--- src/verilog/afq_consts.svh ---
// Register offsets, field positions, reset values and write masks
`ifndef AFQ_CONSTS_SVH
`define AFQ_CONSTS_SVH

`define AFQ_ADDR_SWRST 8'h01
`define AFQ_ADDR_FQ 8'h06
`define AFQ_ADDR_FAN 8'h07
`define AFQ_ADDR_MSK1 8'h08
`define AFQ_ADDR_MSK2 8'h09
`define AFQ_ADDR_MSK3 8'h0A
`define AFQ_ADDR_LHL 8'h0B

`define AFQ_RST_FQ 8'h01
`define AFQ_RST_FAN 8'h09
`define AFQ_RST_MSK1 8'h52
`define AFQ_RST_MSK2 8'h10
`define AFQ_RST_MSK3 8'h00
`define AFQ_RST_LHL 8'h8B
`define AFQ_RD_ZERO 8'h00

`define AFQ_WM_FQ 8'h0F
`define AFQ_WM_FAN 8'h43
`define AFQ_WM_MSK1 8'hF8
`define AFQ_WM_MSK2 8'h1C
`define AFQ_WM_MSK3 8'hC0
`define AFQ_WM_LHL 8'hFF

`define AFQ_BIT_SWRST 0
`define AFQ_BIT_FAN_OFF 6
`define AFQ_NUM_SRC 10
`define AFQ_SRC_THROTTLE_STATE 7

`endif

--- src/verilog/afq_pkg.sv ---
// Types shared by the alert mask and fault queue block
package afq_pkg;
	typedef logic [7:0] afq_byte_t;
	typedef logic [2:0] afq_count_t;
	typedef enum logic [1:0] {
		AFQ_DRV_LOCAL = 2'h0,
		AFQ_DRV_REMOTE_A = 2'h1,
		AFQ_DRV_REMOTE_B = 2'h2,
		AFQ_DRV_FULL = 2'h3
	} afq_drive_src_t;
endpackage
--- src/verilog/afq_alert_mask.sv ---
// Alert mask, fault queue and fan behaviour register block
`timescale 1ns/1ps
`default_nettype none
`include "afq_consts.svh"
module afq_alert_mask
	import afq_pkg::*;
(
	input wire logic i_ref_clk,
	input wire logic i_rst_n,
	input wire logic i_reg_wr,
	input wire logic i_reg_rd,
	input wire afq_byte_t i_reg_addr,
	input wire afq_byte_t i_reg_wdata,
	input wire logic i_local_temp_valid,
	input wire afq_byte_t i_local_temp,
	input wire logic [`AFQ_NUM_SRC-1:1] i_src_valid,
	input wire logic [`AFQ_NUM_SRC-1:1] i_src_out_of_limit,
	output afq_byte_t o_reg_rdata,
	output logic [`AFQ_NUM_SRC-1:0] o_status,
	output logic o_alert,
	output logic o_alert_comp,
	output logic o_fan_off,
	output logic o_drive_remote,
	output logic o_drive_full
);
	afq_byte_t fq_ff, fan_ff, msk1_ff, msk2_ff, msk3_ff, lhl_ff, rdata_ff;
	logic swrst_ff, alert_ff, comp_ff, fan_off_ff, remote_ff, full_ff;
	wire logic [`AFQ_NUM_SRC-1:0] ev;

	wire logic wr_swrst = i_reg_wr && (i_reg_addr == `AFQ_ADDR_SWRST);
	wire logic wr_fq = i_reg_wr && (i_reg_addr == `AFQ_ADDR_FQ);
	wire logic wr_fan = i_reg_wr && (i_reg_addr == `AFQ_ADDR_FAN);
	wire logic wr_msk1 = i_reg_wr && (i_reg_addr == `AFQ_ADDR_MSK1);
	wire logic wr_msk2 = i_reg_wr && (i_reg_addr == `AFQ_ADDR_MSK2);
	wire logic wr_msk3 = i_reg_wr && (i_reg_addr == `AFQ_ADDR_MSK3);
	wire logic wr_lhl = i_reg_wr && (i_reg_addr == `AFQ_ADDR_LHL);

	function automatic afq_byte_t merge(afq_byte_t old, afq_byte_t wd,
			afq_byte_t wm);
		merge = (wd & wm) | (old & ~wm);
	endfunction

	// Software reset wins over a write in the same cycle; the local high limit is not reset and takes the write
	wire afq_byte_t nxt_fq = swrst_ff ? `AFQ_RST_FQ :
		wr_fq ? merge(fq_ff, i_reg_wdata, `AFQ_WM_FQ) : fq_ff;
	wire afq_byte_t nxt_fan = swrst_ff ? `AFQ_RST_FAN :
		wr_fan ? merge(fan_ff, i_reg_wdata, `AFQ_WM_FAN) : fan_ff;
	wire afq_byte_t nxt_msk1 = swrst_ff ? `AFQ_RST_MSK1 :
		wr_msk1 ? merge(msk1_ff, i_reg_wdata, `AFQ_WM_MSK1) : msk1_ff;
	wire afq_byte_t nxt_msk2 = swrst_ff ? `AFQ_RST_MSK2 :
		wr_msk2 ? merge(msk2_ff, i_reg_wdata, `AFQ_WM_MSK2) : msk2_ff;
	wire afq_byte_t nxt_msk3 = swrst_ff ? `AFQ_RST_MSK3 :
		wr_msk3 ? merge(msk3_ff, i_reg_wdata, `AFQ_WM_MSK3) : msk3_ff;
	wire afq_byte_t nxt_lhl = wr_lhl ? i_reg_wdata : lhl_ff;
	wire logic nxt_swrst = wr_swrst && i_reg_wdata[`AFQ_BIT_SWRST] &&
		!swrst_ff;

	wire afq_byte_t rd_mux =
		(i_reg_addr == `AFQ_ADDR_SWRST) ? {7'h00, swrst_ff} :
		(i_reg_addr == `AFQ_ADDR_FQ) ? fq_ff :
		(i_reg_addr == `AFQ_ADDR_FAN) ? fan_ff :
		(i_reg_addr == `AFQ_ADDR_MSK1) ? msk1_ff :
		(i_reg_addr == `AFQ_ADDR_MSK2) ? msk2_ff :
		(i_reg_addr == `AFQ_ADDR_MSK3) ? msk3_ff :
		(i_reg_addr == `AFQ_ADDR_LHL) ? lhl_ff : `AFQ_RD_ZERO;
	wire afq_byte_t nxt_rdata = i_reg_rd ? rd_mux : rdata_ff;

	// Queue length decode: 000x=1, 001x=2, 01xx=3, 1xxx=4
	wire afq_count_t queue_len = fq_ff[3] ? 3'h4 : fq_ff[2] ? 3'h3 :
		fq_ff[1] ? 3'h2 : 3'h1;

	// Source order: local high/low, remote high/low, diode error,
	// throttle percent/assert/state, fan stalled, fan alarm speed
	wire logic [`AFQ_NUM_SRC-1:0] src_mask = {msk3_ff[6], msk3_ff[7],
		msk2_ff[2], msk2_ff[3], msk2_ff[4], msk1_ff[3], msk1_ff[4],
		msk1_ff[5], msk1_ff[6], msk1_ff[7]};
	wire logic [`AFQ_NUM_SRC-1:0] comp_mask = src_mask &
		~(`AFQ_NUM_SRC'(1) << `AFQ_SRC_THROTTLE_STATE);
	wire logic [`AFQ_NUM_SRC-1:0] all_valid = {i_src_valid,
		i_local_temp_valid};
	wire logic [`AFQ_NUM_SRC-1:0] all_ool = {i_src_out_of_limit,
		(i_local_temp > lhl_ff)};
	wire logic nxt_alert = |(ev & ~src_mask);
	wire logic nxt_comp = |(ev & ~comp_mask);
	wire afq_drive_src_t drv = afq_drive_src_t'(fan_ff[1:0]);
	wire logic nxt_remote = (drv == AFQ_DRV_REMOTE_A) ||
		(drv == AFQ_DRV_REMOTE_B);
	wire logic nxt_full = (drv == AFQ_DRV_FULL);

	genvar g;
	generate
		for (g = 0; g < `AFQ_NUM_SRC; g++) begin : g_src
			afq_fault_counter u_cnt (
				.i_ref_clk(i_ref_clk),
				.i_rst_n(i_rst_n),
				.i_clear(swrst_ff),
				.i_valid(all_valid[g]),
				.i_out_of_limit(all_ool[g]),
				.i_queue_len(queue_len),
				.o_event(ev[g])
			);
		end
	endgenerate

	always_ff @(posedge i_ref_clk or negedge i_rst_n) begin
		if (!i_rst_n) begin
			fq_ff <= `AFQ_RST_FQ;
			fan_ff <= `AFQ_RST_FAN;
			msk1_ff <= `AFQ_RST_MSK1;
			msk2_ff <= `AFQ_RST_MSK2;
			msk3_ff <= `AFQ_RST_MSK3;
			lhl_ff <= `AFQ_RST_LHL;
			swrst_ff <= 1'b0;
			rdata_ff <= `AFQ_RD_ZERO;
		end else begin
			fq_ff <= nxt_fq;
			fan_ff <= nxt_fan;
			msk1_ff <= nxt_msk1;
			msk2_ff <= nxt_msk2;
			msk3_ff <= nxt_msk3;
			lhl_ff <= nxt_lhl;
			swrst_ff <= nxt_swrst;
			rdata_ff <= nxt_rdata;
		end
	end

	always_ff @(posedge i_ref_clk or negedge i_rst_n) begin
		if (!i_rst_n) begin
			alert_ff <= 1'b0;
			comp_ff <= 1'b0;
			fan_off_ff <= 1'b0;
			remote_ff <= 1'b0;
			full_ff <= 1'b0;
		end else begin
			alert_ff <= nxt_alert;
			comp_ff <= nxt_comp;
			fan_off_ff <= fan_ff[`AFQ_BIT_FAN_OFF];
			remote_ff <= nxt_remote;
			full_ff <= nxt_full;
		end
	end

	assign o_reg_rdata = rdata_ff;
	assign o_status = ev;
	assign o_alert = alert_ff;
	assign o_alert_comp = comp_ff;
	assign o_fan_off = fan_off_ff;
	assign o_drive_remote = remote_ff;
	assign o_drive_full = full_ff;
endmodule // afq_alert_mask
`default_nettype wire

--- src/verilog/afq_fault_counter.sv ---
// Per-source consecutive out-of-limit counter
`timescale 1ns/1ps
`default_nettype none
module afq_fault_counter
	import afq_pkg::*;
(
	input wire logic i_ref_clk,
	input wire logic i_rst_n,
	input wire logic i_clear,
	input wire logic i_valid,
	input wire logic i_out_of_limit,
	input wire afq_count_t i_queue_len,
	output logic o_event
);
	afq_count_t cnt_ff;
	logic event_ff;
	wire afq_count_t cnt_inc = (cnt_ff >= i_queue_len) ? i_queue_len :
		afq_count_t'(cnt_ff + 3'h1);
	wire afq_count_t nxt_cnt = i_clear ? 3'h0 :
		!i_valid ? cnt_ff :
		i_out_of_limit ? cnt_inc : 3'h0;
	// Event moves only on a strobe or a clear, so a length change alone cannot raise it
	wire logic nxt_event = i_clear ? 1'b0 :
		!i_valid ? event_ff : (nxt_cnt == i_queue_len);

	always_ff @(posedge i_ref_clk or negedge i_rst_n) begin
		if (!i_rst_n) begin
			cnt_ff <= 3'h0;
			event_ff <= 1'b0;
		end else begin
			cnt_ff <= nxt_cnt;
			event_ff <= nxt_event;
		end
	end
	assign o_event = event_ff;
endmodule // afq_fault_counter
`default_nettype wire

--- config.mk ---
export PLATFORM = sky130hd
export DESIGN_NAME = afq_alert_mask
export DESIGN_NICKNAME = d
export VERILOG_FILES = /design/src/verilog/afq_pkg.sv /design/src/verilog/afq_alert_mask.sv /design/src/verilog/afq_fault_counter.sv
export VERILOG_INCLUDE_DIRS = /design/src /design/src/verilog
export SDC_FILE = /design/constraint.sdc
export NUM_CORES = 1
export LEC_CHECK = 0
export ABC_AREA = 1
export CORE_ASPECT_RATIO = 1.2
export CORE_UTILIZATION = 25
export CTS_CLUSTER_DIAMETER = 50
export DETAILED_ROUTE_END_ITERATION = 10
export DONT_BUFFER_PORTS = 1
export GPL_ROUTABILITY_DRIVEN = 0
export PLACE_DENSITY = 0.51
export SYNTH_ARGS = -nofsm -noshare
export SYNTH_HDL_FRONTEND = slang
export SYNTH_HIERARCHICAL = 1
export SYNTH_SLANG_ARGS = --single-unit
--- constraint.sdc ---
create_clock -name i_ref_clk -period 3.53 [get_ports i_ref_clk]
set_clock_uncertainty 0.15 [all_clocks]
set_input_delay 0.353 -clock i_ref_clk [delete_from_list [all_inputs] [get_ports i_ref_clk]]
set_output_delay 0.353 -clock i_ref_clk [all_outputs]
set_load 0.01 [all_outputs]
== After elaboration in Yosys (flattened, before gate mapping) ==
Index checks and enable logic that the tools add are counted.
Word-level totals
  output and inout port bits: 23
  register bits: 102
  word-level logic and storage cells: 191
Operators by class
  reductions and logical operators: 28
  eq/ne operators: 20
  muxes and demuxes: 80
  add/sub/neg operators: 10
  order comparisons: 11
  bitwise logic cells: 9
Operator list (count)
  $mux W8: 17
  $mux W3: 41
  $eq A8 B4 Y1 const B: 4
  $add A3 B1 Y3 const B: 10
  $eq A3 B3 Y1: 10
  $ge A3 B3 Y1: 10
  $reduce_bool A2 Y1: 15
  $and A10 B10 Y10: 2
  $mux W1: 20
  $not A10 Y10: 2
  $reduce_or A10 Y1: 2
  $eq A8 B3 Y1 const B: 2
  $logic_and A1 B1 Y1: 9
  $eq A8 B1 Y1 const B: 1
  $gt A8 B8 Y1: 1
  $or A4 B8 Y8: 1
  $or A5 B8 Y8: 1
  $or A7 B8 Y8: 1
  $or A8 B3 Y8: 1
  $or A8 B6 Y8: 1
  $eq A2 B2 Y1 const B: 2
  $mux W2: 2
  $eq A2 B1 Y1 const B: 1
  $logic_not A1 Y1: 1
  $logic_or A1 B1 Y1: 1

== Depth between registers and ports, before layout ==
Gate-level depths: netlist of the first run.
  depth after elaboration: 11
  depth in mapped cells: 17

== Cells and area by module ==
The synthesis of the first run kept the hierarchy.
Modules (own cells, without submodules)
  afq_fault_counter: area each 445.4 um^2, cells an instance 59, sequential area each 100.1 um^2, instances 10
  afq_alert_mask: area each 2273.4 um^2, cells an instance 281, sequential area each 1039.7 um^2, instances 1

== Least setup slack after synthesis of the first run ==
OpenSTA, ideal clock, no wires.
  path type: flip-flop to flip-flop
  start point: reg fq_ff[3]
  end point: reg g_src[0].u_cnt.event_ff
  stages on the path, launching flop included: 14
  arrival time: 3.056 ns
  slack: 0.251 ns
  data required time: 3.307 ns
  buffers on the path: 0
  cells stage by stage: dfrtp_1 a21oi_1 ha_1 inv_1 nand2_4 nand2_4 nand2_2 nand2_1 nand3_1 nand2_1 nand3_1 nand2_2 nand3_2 a21oi_2
On the way
  longest elaborated chain between the ends: 9
Ends and longest elaborated chain
  start: declaration: RTL line afq_alert_mask.sv:26  | afq_byte_t fq_ff, fan_ff, msk1_ff, msk2_ff, msk3_ff, lhl_ff, rdata_ff;
  start signal: assignment: RTL line afq_alert_mask.sv:107  | fq_ff <= `AFQ_RST_FQ;
  start signal: assignment: RTL line afq_alert_mask.sv:116  | fq_ff <= nxt_fq;
  $mux W3 (*): RTL line afq_alert_mask.sv:69  | wire afq_count_t queue_len = fq_ff[3] ? 3'h4 : fq_ff[2] ? 3'h3 :
  named net queue_len[0]: RTL line afq_alert_mask.sv:69
  $ge A3 B3 Y1: RTL line afq_fault_counter.sv:17  | wire afq_count_t cnt_inc = (cnt_ff >= i_queue_len) ? i_queue_len :
  $mux W3: RTL line afq_fault_counter.sv:17
  $mux W3: RTL line afq_fault_counter.sv:21  | i_out_of_limit ? cnt_inc : 3'h0;
  $mux W3: RTL line afq_fault_counter.sv:20  | !i_valid ? cnt_ff :
  $mux W3: RTL line afq_fault_counter.sv:19  | wire afq_count_t nxt_cnt = i_clear ? 3'h0 :
  $eq A3 B3 Y1 (*): RTL line afq_fault_counter.sv:24  | !i_valid ? event_ff : (nxt_cnt == i_queue_len);
  $mux W1 (*): RTL line afq_fault_counter.sv:24
  $mux W1 (*): RTL line afq_fault_counter.sv:23  | wire logic nxt_event = i_clear ? 1'b0 :
  end signal: assignment: RTL line afq_fault_counter.sv:32  | event_ff <= nxt_event;
  end: declaration: RTL line afq_fault_counter.sv:16  | logic event_ff;
Mark *: on every way through the listed nets, which the timed path passes. The rest lies on a longest branch. The select of a mux whose other input is x is not followed.
A chain may end at the register's enable or synchronous reset.

== Worst setup path in the final report of the first run ==
  start point: reg fq_ff[1]
  end point: reg g_src[3].u_cnt.event_ff
On the way
  longest elaborated chain between the ends: 11
Ends and longest elaborated chain
  $mux W2 (*): RTL line afq_alert_mask.sv:70  | fq_ff[1] ? 3'h2 : 3'h1;
  $mux W2 (*): RTL line afq_alert_mask.sv:69
  $mux W3 (*): RTL line afq_alert_mask.sv:69
  named net queue_len[1]: RTL line afq_alert_mask.sv:69
  $ge A3 B3 Y1: RTL line afq_fault_counter.sv:17
  $mux W3: RTL line afq_fault_counter.sv:17
  $mux W3: RTL line afq_fault_counter.sv:21
  $mux W3: RTL line afq_fault_counter.sv:20
  $mux W3: RTL line afq_fault_counter.sv:19
  $eq A3 B3 Y1 (*): RTL line afq_fault_counter.sv:24
  $mux W1 (*): RTL line afq_fault_counter.sv:24
  $mux W1 (*): RTL line afq_fault_counter.sv:23
  end signal: assignment: RTL line afq_fault_counter.sv:32
  end: declaration: RTL line afq_fault_counter.sv:16
Marks and branches as above.

==> results of run 1 <==
report_power, final:
part	total [uW]	internal, uW	switching [uW]
Sequential	1320	1110	213
Combinational	2070	825	1240
Clock	1050	626	426
Total	4440	2560	1880
cell usage in the layout (no fill, tap or decap), types with 2 or more instances in the layout:
| master | n |
|---|---|
| nand2_1 | 210 |
| inv_1 | 135 |
| nand3_1 | 99 |
| nand2_2 | 74 |
| dfrtp_1 | 70 |
| ha_1 | 49 |
| nor2_1 | 31 |
| nand3_2 | 31 |
| a21oi_2 | 24 |
| nand2_4 | 22 |
| o21ai_0 | 21 |
| dlygate4sd3_1 | 14 |
| dfstp_2 | 11 |
| bufinv_8 | 10 |
| clkinv_2 | 10 |
| clkinv_8 | 10 |
| xnor2_1 | 10 |
| clkinv_1 | 10 |
| clkbuf_16 | 9 |
| nand4_1 | 6 |
| a21oi_1 | 5 |
| o21ai_2 | 5 |
| buf_4 | 4 |
| o211ai_1 | 3 |
| a22o_1 | 2 |
| nor3_1 | 2 |
| nor2_4 | 2 |
| o21ai_1 | 2 |
| or2_2 | 2 |
| o22ai_1 | 2 |
| inv_6 | 2 |
| clkinvlp_4 | 2 |
| bufinv_16 | 2 |
final cells by class:
| cell class | count | area (um^2) | area share |
|---|---|---|---|
| multi-input cells | 610 | 3726 | 0.4873 |
| flip-flops and latches | 81 | 2041 | 0.2669 |
| inverters | 176 | 935.9 | 0.1224 |
| well taps | 335 | 419.2 | 0.05482 |
| clock buffers | 9 | 225.2 | 0.02946 |
| repair buffers | 19 | 197.7 | 0.02586 |
| clock inverters | 7 | 101.3 | 0.01325 |
kinds of logic after synthesis:
kind of cell,count (synthesis)
compound gates,68
xor+xnor,10
fa+ha+maj,49
buf+inv,180
flops,81
simple gates,483
metal layers:
layer	wire length, um	vias to the layer above	track usage
li1	-	2803	-
met1	7459	2467	0.1577
met2	7976	82	0.2138
met3	737	12	0.02663
met4	229	0	0.03208
met5	0	-	0
timing repair:
action	CTS	global route
setup endpoints to repair	0	0
setup buffers	0	0
hold buffers	15	0
hold endpoints to repair	95	0
worst min-delay path by stage:
stage	from	cells past startpoint	slack (ns)	end
detailed placement	i_rst_n	0	-0.09	o_reg_rdata[5]$_DFFE_PN0P_
finish	i_reg_wdata[6]	2	0.01	msk1_ff[6]$_DFFE_PN1N_
global route	i_reg_wdata[5]	2	0.009	lhl_ff[5]$_DFFE_PN0P_
CTS	i_reg_wdata[6]	2	0.003	msk1_ff[6]$_DFFE_PN1N_
global placement	i_rst_n	0	-0.08	lhl_ff[5]$_DFFE_PN0P_
floorplan	i_rst_n	0	-0.09	fan_ff[1]$_DFFE_PN0N_
metrics by stage:
stage / setup slack (ns) / hold slack, ns / cell area (um^2)
final: 1.027 / 0.01458 / 7646
after global routing: 0.8115 / 0.008699 / 7646
after CTS: 0.9872 / 0.002785 / 7646
after detailed placement: 1.027 / -0.08548 / 7152
after global placement: 1.043 / -0.08482 / 7152
after floorplan: 0.2507 / -0.09259 / 6728
sequential cells by signal (all words and copies together), names as in the netlist:
name / cells
msk1_ff: 6
o_drive_full: 1
o_reg_rdata: 8
g_src.u_cnt/o_event: 10
o_fan_off: 1
fq_ff: 4
g_src.u_cnt/cnt_ff: 30
lhl_ff: 8
o_alert_comp: 1
swrst_ff: 1
msk3_ff: 2
fan_ff: 4
msk2_ff: 3
o_alert: 1
o_drive_remote: 1
==> summary.txt, run 1 <==
Route
  • DR pass1 iterations: 5
  • DRT antenna net count: 0
  • DRC viols: 0
  • Drt via density: 4.336
  • Drt initial violations: about 220
  • Total Wirelength: roughly 16000 um
  • Via count of the routed design: 5364
  • Routed WL per cell: between 10 and 15 um

Layout
  • Synth-to-layout area growth: 13.65%
  • Share of post-route cells with drive strength above 1: 0.2506
  • Cell Count, Final, Fillers Out: 1237
  • Layout Utilization: 0.2902
  • Fillers: a little under 3000
  • Final #Nets: 993
  • Antenna cells: 0

Logic synthesis
  • Top_reg_cell synth: dfrtp_1
  • Mux cell area share after synthesis: 0
  • Cell accounting for the most synthesized area: dfrtp_1
  • Synth Warn #: 6
  • Netlist cell types: 39
  • EDFF count, synth: 0
  • Area share of the largest cell type after synthesis: 0.2604
  • Sequential area share after synthesis: 0.3033
  • Largest family of logic cells by synthesized area: simple AND/OR/NAND/NOR gates
  • Area of the mapped netlist: between 6000 and 7000 um^2
  • XOR/XNOR share of the synthesized area: 0.01302
  • Mean post-synth cell area: 7.724 um^2
  • Synth Area in Compound Gates: 0.07160
  • Synth top area cells: dfrtp_1, nand2_1, ha_1
  • Synth top cells by count: nand2_1, inv_1, nand3_1, nand2_2, dfrtp_1
  • Async set-or-reset flop fraction in the synthesized netlist: 1.000
  • Cell count after synthesis: ~870
  • Mapped Nets: between 900 and 1000
  • Most frequent cell after synthesis: nand2_1
  • Flops & latches, synth: slightly above 80
  • Adder-Cell Fraction of Synth Area: 0.09113
  • Post-Synth Simple-Gate Area: 0.3775

Critical path
  • Worst EP required: approximately 3.7 ns
  • Startpoint Class: register
  • Reg2reg start: fq_ff[1]$_DFFE_PN0N_
  • Critical path launch point: fq_ff[1]$_DFFE_PN0N_
  • Most used cell along the critical path: nand2_2
  • Cell family with most CP delay: simple AND/OR/NAND/NOR gates
  • CP Cell Sequence: nor2_1, nor2_1, buf_4, bufinv_8, ha_1, nand2_1, clkinv_2, nand2_4, nand2_2, nand2_1, nand3_2, nand2_2, nand3_1, nand2_2, nand3_2, a21oi_2
  • CP bufs+invs: 3
  • CP arrival: roughly 2.6 ns
  • Reg2reg setup slack: 1.03 ns
  • Worst reg2reg endpoint: g_src[3].u_cnt/o_event$_DFFE_PN0P_
  • Instance count on the critical path: 16
  • CP Capture Type: register
  • Crit-path slowest cell: dfrtp_1
  • Crit path to: g_src[3].u_cnt/o_event$_DFFE_PN0P_
  • Peak per-stage delay on the critical path: 0.42 ns
  • CP Max Fanout: 20
  • R2R depth: 16
  • Crit Path Category: reg2reg

GRT
  • Total GRT Usage: 0.1253
  • First-pass GRT wire length: ~27000 um
  • Initial antenna violation count: 0
  • Largest net degree at the start of global routing: 82
  • Grt ovf: 0
  • Number of global-route vias before repair: 5305

Power and ir drop
  • Total power: roughly 4400 uW
  • Max VDD drop: roughly 0.19 mV
  • Pwr Density: between 500 and 600 nW/um^2
  • P_leak: roughly 0.0041 uW

STA
  • Period Utilization, post-route: 0.7092
  • Post-Route Setup TNS: 0 ns
  • Worst slew pin tran: roughly 0.56 ns
  • Fmax: about 400 MHz
  • Fin. max-slew vios: 0
  • Final hold vios: 0
  • Final setup vio count: 0
  • Fin crit period: roughly 2.5 ns
  • RSZ-0062 raised after global routing: no
  • Slew HR: 0.6249

Clocking
  • Root Driver: clkbuf_16
  • TritonCTS Sinks: roughly 80
  • Reg clk slew, reported paths: about 0.07 ns
  • CTS tree: done
  • Total CTS buffers: 9
  • Longest Clk Path Bufs: 2
  • CTS H-tree depth: 3
  • Post-cts resize count: 0
  • Clk_lat worst skew: around 0.35 ns

Floorplan
  • Die height: about 180 um
  • # IOs: 70
  • Core ar.: about 26000 um^2
  • Rows: 65
  • Die area: between 20000 and 30000 um^2
  • Initial Utilization: 0.2553
  • Die W: about 150 um

Job
  • Max-cap violations: 0

Worst hold path
  • HP Class: in2reg

Placed design
  • DP Wirelength: 12360 um
  • Inst Count DP: ~1200
  • Port Buffer Count: 0

Run status
  • Status: complete, no violations
Note: power is estimated with default switching activity, not from simulation.
==> run 2, diff against run 1 <==
==> constraint.sdc (replaced) <==
create_clock -name i_ref_clk -period 2.25 [get_ports i_ref_clk]
set_clock_uncertainty 0.15 [all_clocks]
set_input_delay 0.225 -clock i_ref_clk [delete_from_list [all_inputs] [get_ports i_ref_clk]]
set_output_delay 0.225 -clock i_ref_clk [all_outputs]
set_load 0.01 [all_outputs]
==> run 2 against run 1 <==
The flow now finishes with violations (hold timing, setup timing). Combinational power rose by 92%. First-iteration DRC count decreased by 19%. Clock power grew 50%. Count of clock-buffer cells in the layout stayed put. Register-to-register slack lost 1.1 ns. Maximum frequency rose by 9.7%. Sequential power increased by 58%. Power up 72%. Sequential cell count stayed put. Sequential share of layout area decreased by 2.9 points. Core utilization rose by 3.5 points. Worst hold slack worse by 0.60 ns.
==> summary.txt, run 2 (synthesis results as in run 1) <==
Run status
  • Status: finished with violations (was complete, no violations)
  • Failing checks: hold timing, setup timing

STA
  • Fin. max-slew vios: 0 (unchanged)
  • Slew HR: 0.5199 (was 0.6249)
  • Fmax: 438.2 MHz (was 399.5 MHz)
  • Final hold vios: 81 (was 0)
  • RSZ-0062 raised after global routing: yes (was no)
  • WHS: -0.5861 ns (was 0.01458 ns)
  • Setup slack after layout: -0.03213 ns (was 1.027 ns)
  • Worst slew pin tran: 0.7202 ns (was 0.5620 ns)
  • Final setup vio count: 8 (was 0)
  • Period Utilization, post-route: 1.014 (was 0.7092)
  • Fin crit period: 2.282 ns (was 2.503 ns)

Critical path
  • CP arrival: 2.41 ns (was 2.63 ns)
  • CP bufs+invs: 3 (unchanged)
  • Critical path launch point: fq_ff[3]$_DFFE_PN0N_ (was fq_ff[1]$_DFFE_PN0N_)
  • CP Cell Sequence: nor2_4, buf_12, bufinv_8, ha_1, nand2_1, clkinv_2, nand2_4, nand2_2, nand2_1, nand3_1, nand2_2, nand3_1, nand2_2, nand3_2, a21oi_2 (was nor2_1, nor2_1, buf_4, bufinv_8, ha_1, nand2_1, clkinv_2, nand2_4, nand2_2, nand2_1, nand3_2, nand2_2, nand3_1, nand2_2, nand3_2, a21oi_2)
  • Crit-path slowest cell: dfrtp_2 (was dfrtp_1)
  • Cell family with most CP delay: simple AND/OR/NAND/NOR gates (unchanged)
  • CP Max Fanout: 9 (was 20)
  • Crit Path Category: reg2reg (unchanged)
  • Reg2reg setup slack: -0.03 ns (was 1.03 ns)
  • Most used cell along the critical path: nand2_2 (unchanged)
  • CP Capture Type: register (unchanged)
  • Reg2reg start: fq_ff[3]$_DFFE_PN0N_ (was fq_ff[1]$_DFFE_PN0N_)
  • Startpoint Class: register (unchanged)
  • Worst EP required: 2.38 ns (was 3.65 ns)
  • Peak per-stage delay on the critical path: 0.42 ns (about the same)

GRT
  • Grt ovf: 0 (unchanged)
  • Largest net degree at the start of global routing: 82 (unchanged)
  • Number of global-route vias before repair: 5737 (was 5305)
  • First-pass GRT wire length: 28010 um (was 26610 um)
  • Total GRT Usage: 0.1308 (was 0.1253)
  • Initial antenna violation count: 0 (unchanged)

Placed design
  • Placed Area: 7666 um^2 (was 7152 um^2)
  • Setup Slack @ Placement: -0.3460 ns (was 1.027 ns)
  • DP Wirelength: 12560 um (was 12360 um)
  • Inst Count DP: 1269 (was 1206)
  • Port Buffer Count: 0 (unchanged)

Layout
  • Share of post-route cells with drive strength above 1: 0.3404 (was 0.2506)
  • Reg with most FFs: g_src.u_cnt/cnt_ff (unchanged)
  • Synth-to-layout area growth: 27.47% (was 13.65%)
  • Most frequent cells in the layout: nand2_1, inv_1, nand3_1 (unchanged)
  • Fin area: 8576 um^2 (was 7646 um^2)
  • Layout Utilization: 0.3255 (was 0.2902)
  • Antenna cells: 0 (unchanged)
  • Max reg flops: 30 (unchanged)
  • Cell Count, Final, Fillers Out: 1328 (was 1237)
  • Most common cell after layout, fill and taps aside: nand2_1 (unchanged)
  • Final #Nets: 1084 (was 993)

Route
  • DRC viols: 0 (unchanged)
  • Routed WL per cell: 13.13 um (was 13.26 um)
  • DRT antenna net count: 0 (unchanged)
  • Via count of the routed design: 5797 (was 5364)
  • Drt via density: 4.365 (was 4.336)
  • DR pass1 iterations: 4 (was 5)
  • Drt initial violations: 175 (was 217)
  • Total Wirelength: 17430 um (was 16400 um)

Clocking
  • TritonCTS Sinks: 81 (unchanged)
  • Total CTS buffers: 9 (unchanged)
  • Root Driver: clkbuf_16 (unchanged)
  • CTS H-tree depth: 3 (unchanged)
  • CTS tree: done (unchanged)
  • Longest Clk Path Bufs: 2 (unchanged)
  • Clk_lat worst skew: 0.35 ns (about the same)
  • Reg clk slew, reported paths: 0.07 ns (about the same)
  • CTS Hold Bufs: 24 (was 15)

Floorplan
  • Die W: 151.8 um (unchanged)
  • Rows: 65 (unchanged)
  • Core ar.: 26350 um^2 (unchanged)
  • Die height: 181.7 um (unchanged)
  • # IOs: 70 (unchanged)
  • Initial Utilization: 0.2553 (unchanged)
  • Die area: 27570 um^2 (unchanged)

Job
  • Max-cap violations: 0 (unchanged)

Power and ir drop
  • Max VDD drop: 0.3664 mV (was 0.1883 mV)
  • Pwr Density: 891.1 nW/um^2 (was 580.7 nW/um^2)
  • P_leak: 0.004516 uW (was 0.004073 uW)

Worst hold path
  • HP Class: in2async (was in2reg)
run 2: cell count changes in the layout (fill, tap and decap cells not counted), moves of 7 or more:
cell / change
a21oi_2: -7
a21oi_4: +8
dlygate4sd3_1: +10
buf_4: +76
nand2_2: +11
nand2_1: -17
run 2: power by group:
group / switching, uW / internal, uW
logic: 2170 / 1810
clock network: 696 / 882
registers: 346 / 1740
run 2: path summary, 6_finish.rpt:
| check | to | depth (start not counted) |
|---|---|---|
| worst max-delay path | g_src[3].u_cnt/o_event$_DFFE_PN0P_ | 15 |
| worst min-delay path | g_src[0].u_cnt/cnt_ff[2]$_DFF_PN0_ | 0 |
| worst max register to register | g_src[3].u_cnt/o_event$_DFFE_PN0P_ | 15 |
| worst min register to register | o_fan_off$_DFF_PN0_ | 0 |
| max in group asynchronous | msk1_ff[4]$_DFFE_PN1N_ | 0 |
| min in group i_ref_clk | fan_ff[1]$_DFFE_PN0N_ | 2 |
run 2: through the flow:
stage | setup TNS, ns | total power [uW]
floorplan | -1.000 | 4774
global placement | -7.258 | 5703
detailed placement | -7.802 | 5738
CTS | -0.2899 | 7468
global route | -2.046 | 8337
finish | -0.1463 | 7642
run 2: what timing repair did:
item,CTS,global route
gates cloned,0,1
setup buffers,7,11
endpoints found under the setup margin,40,35
pin swaps,5,4
hold endpoints to repair,116,81
gates resized for setup,10,35
run 2: area by class of cell:
class | instances | area [um^2]
fill | 2820 | 17770
multi-input combinational | 610 | 3921
sequential | 81 | 2042
timing repair buffer | 110 | 948.4
inverter | 176 | 930.9
tap | 335 | 419.2
clock buffer | 9 | 225.2
clock inverter | 7 | 88.84
run 2: routing by layer:
layer	GRT usage	up-vias	routed length, um
met3	0.02462	14	584
met2	0.2336	91	8764
met4	0.03644	0	222
met5	0	-	0
li1	-	2978	-
met1	0.1565	2714	7860
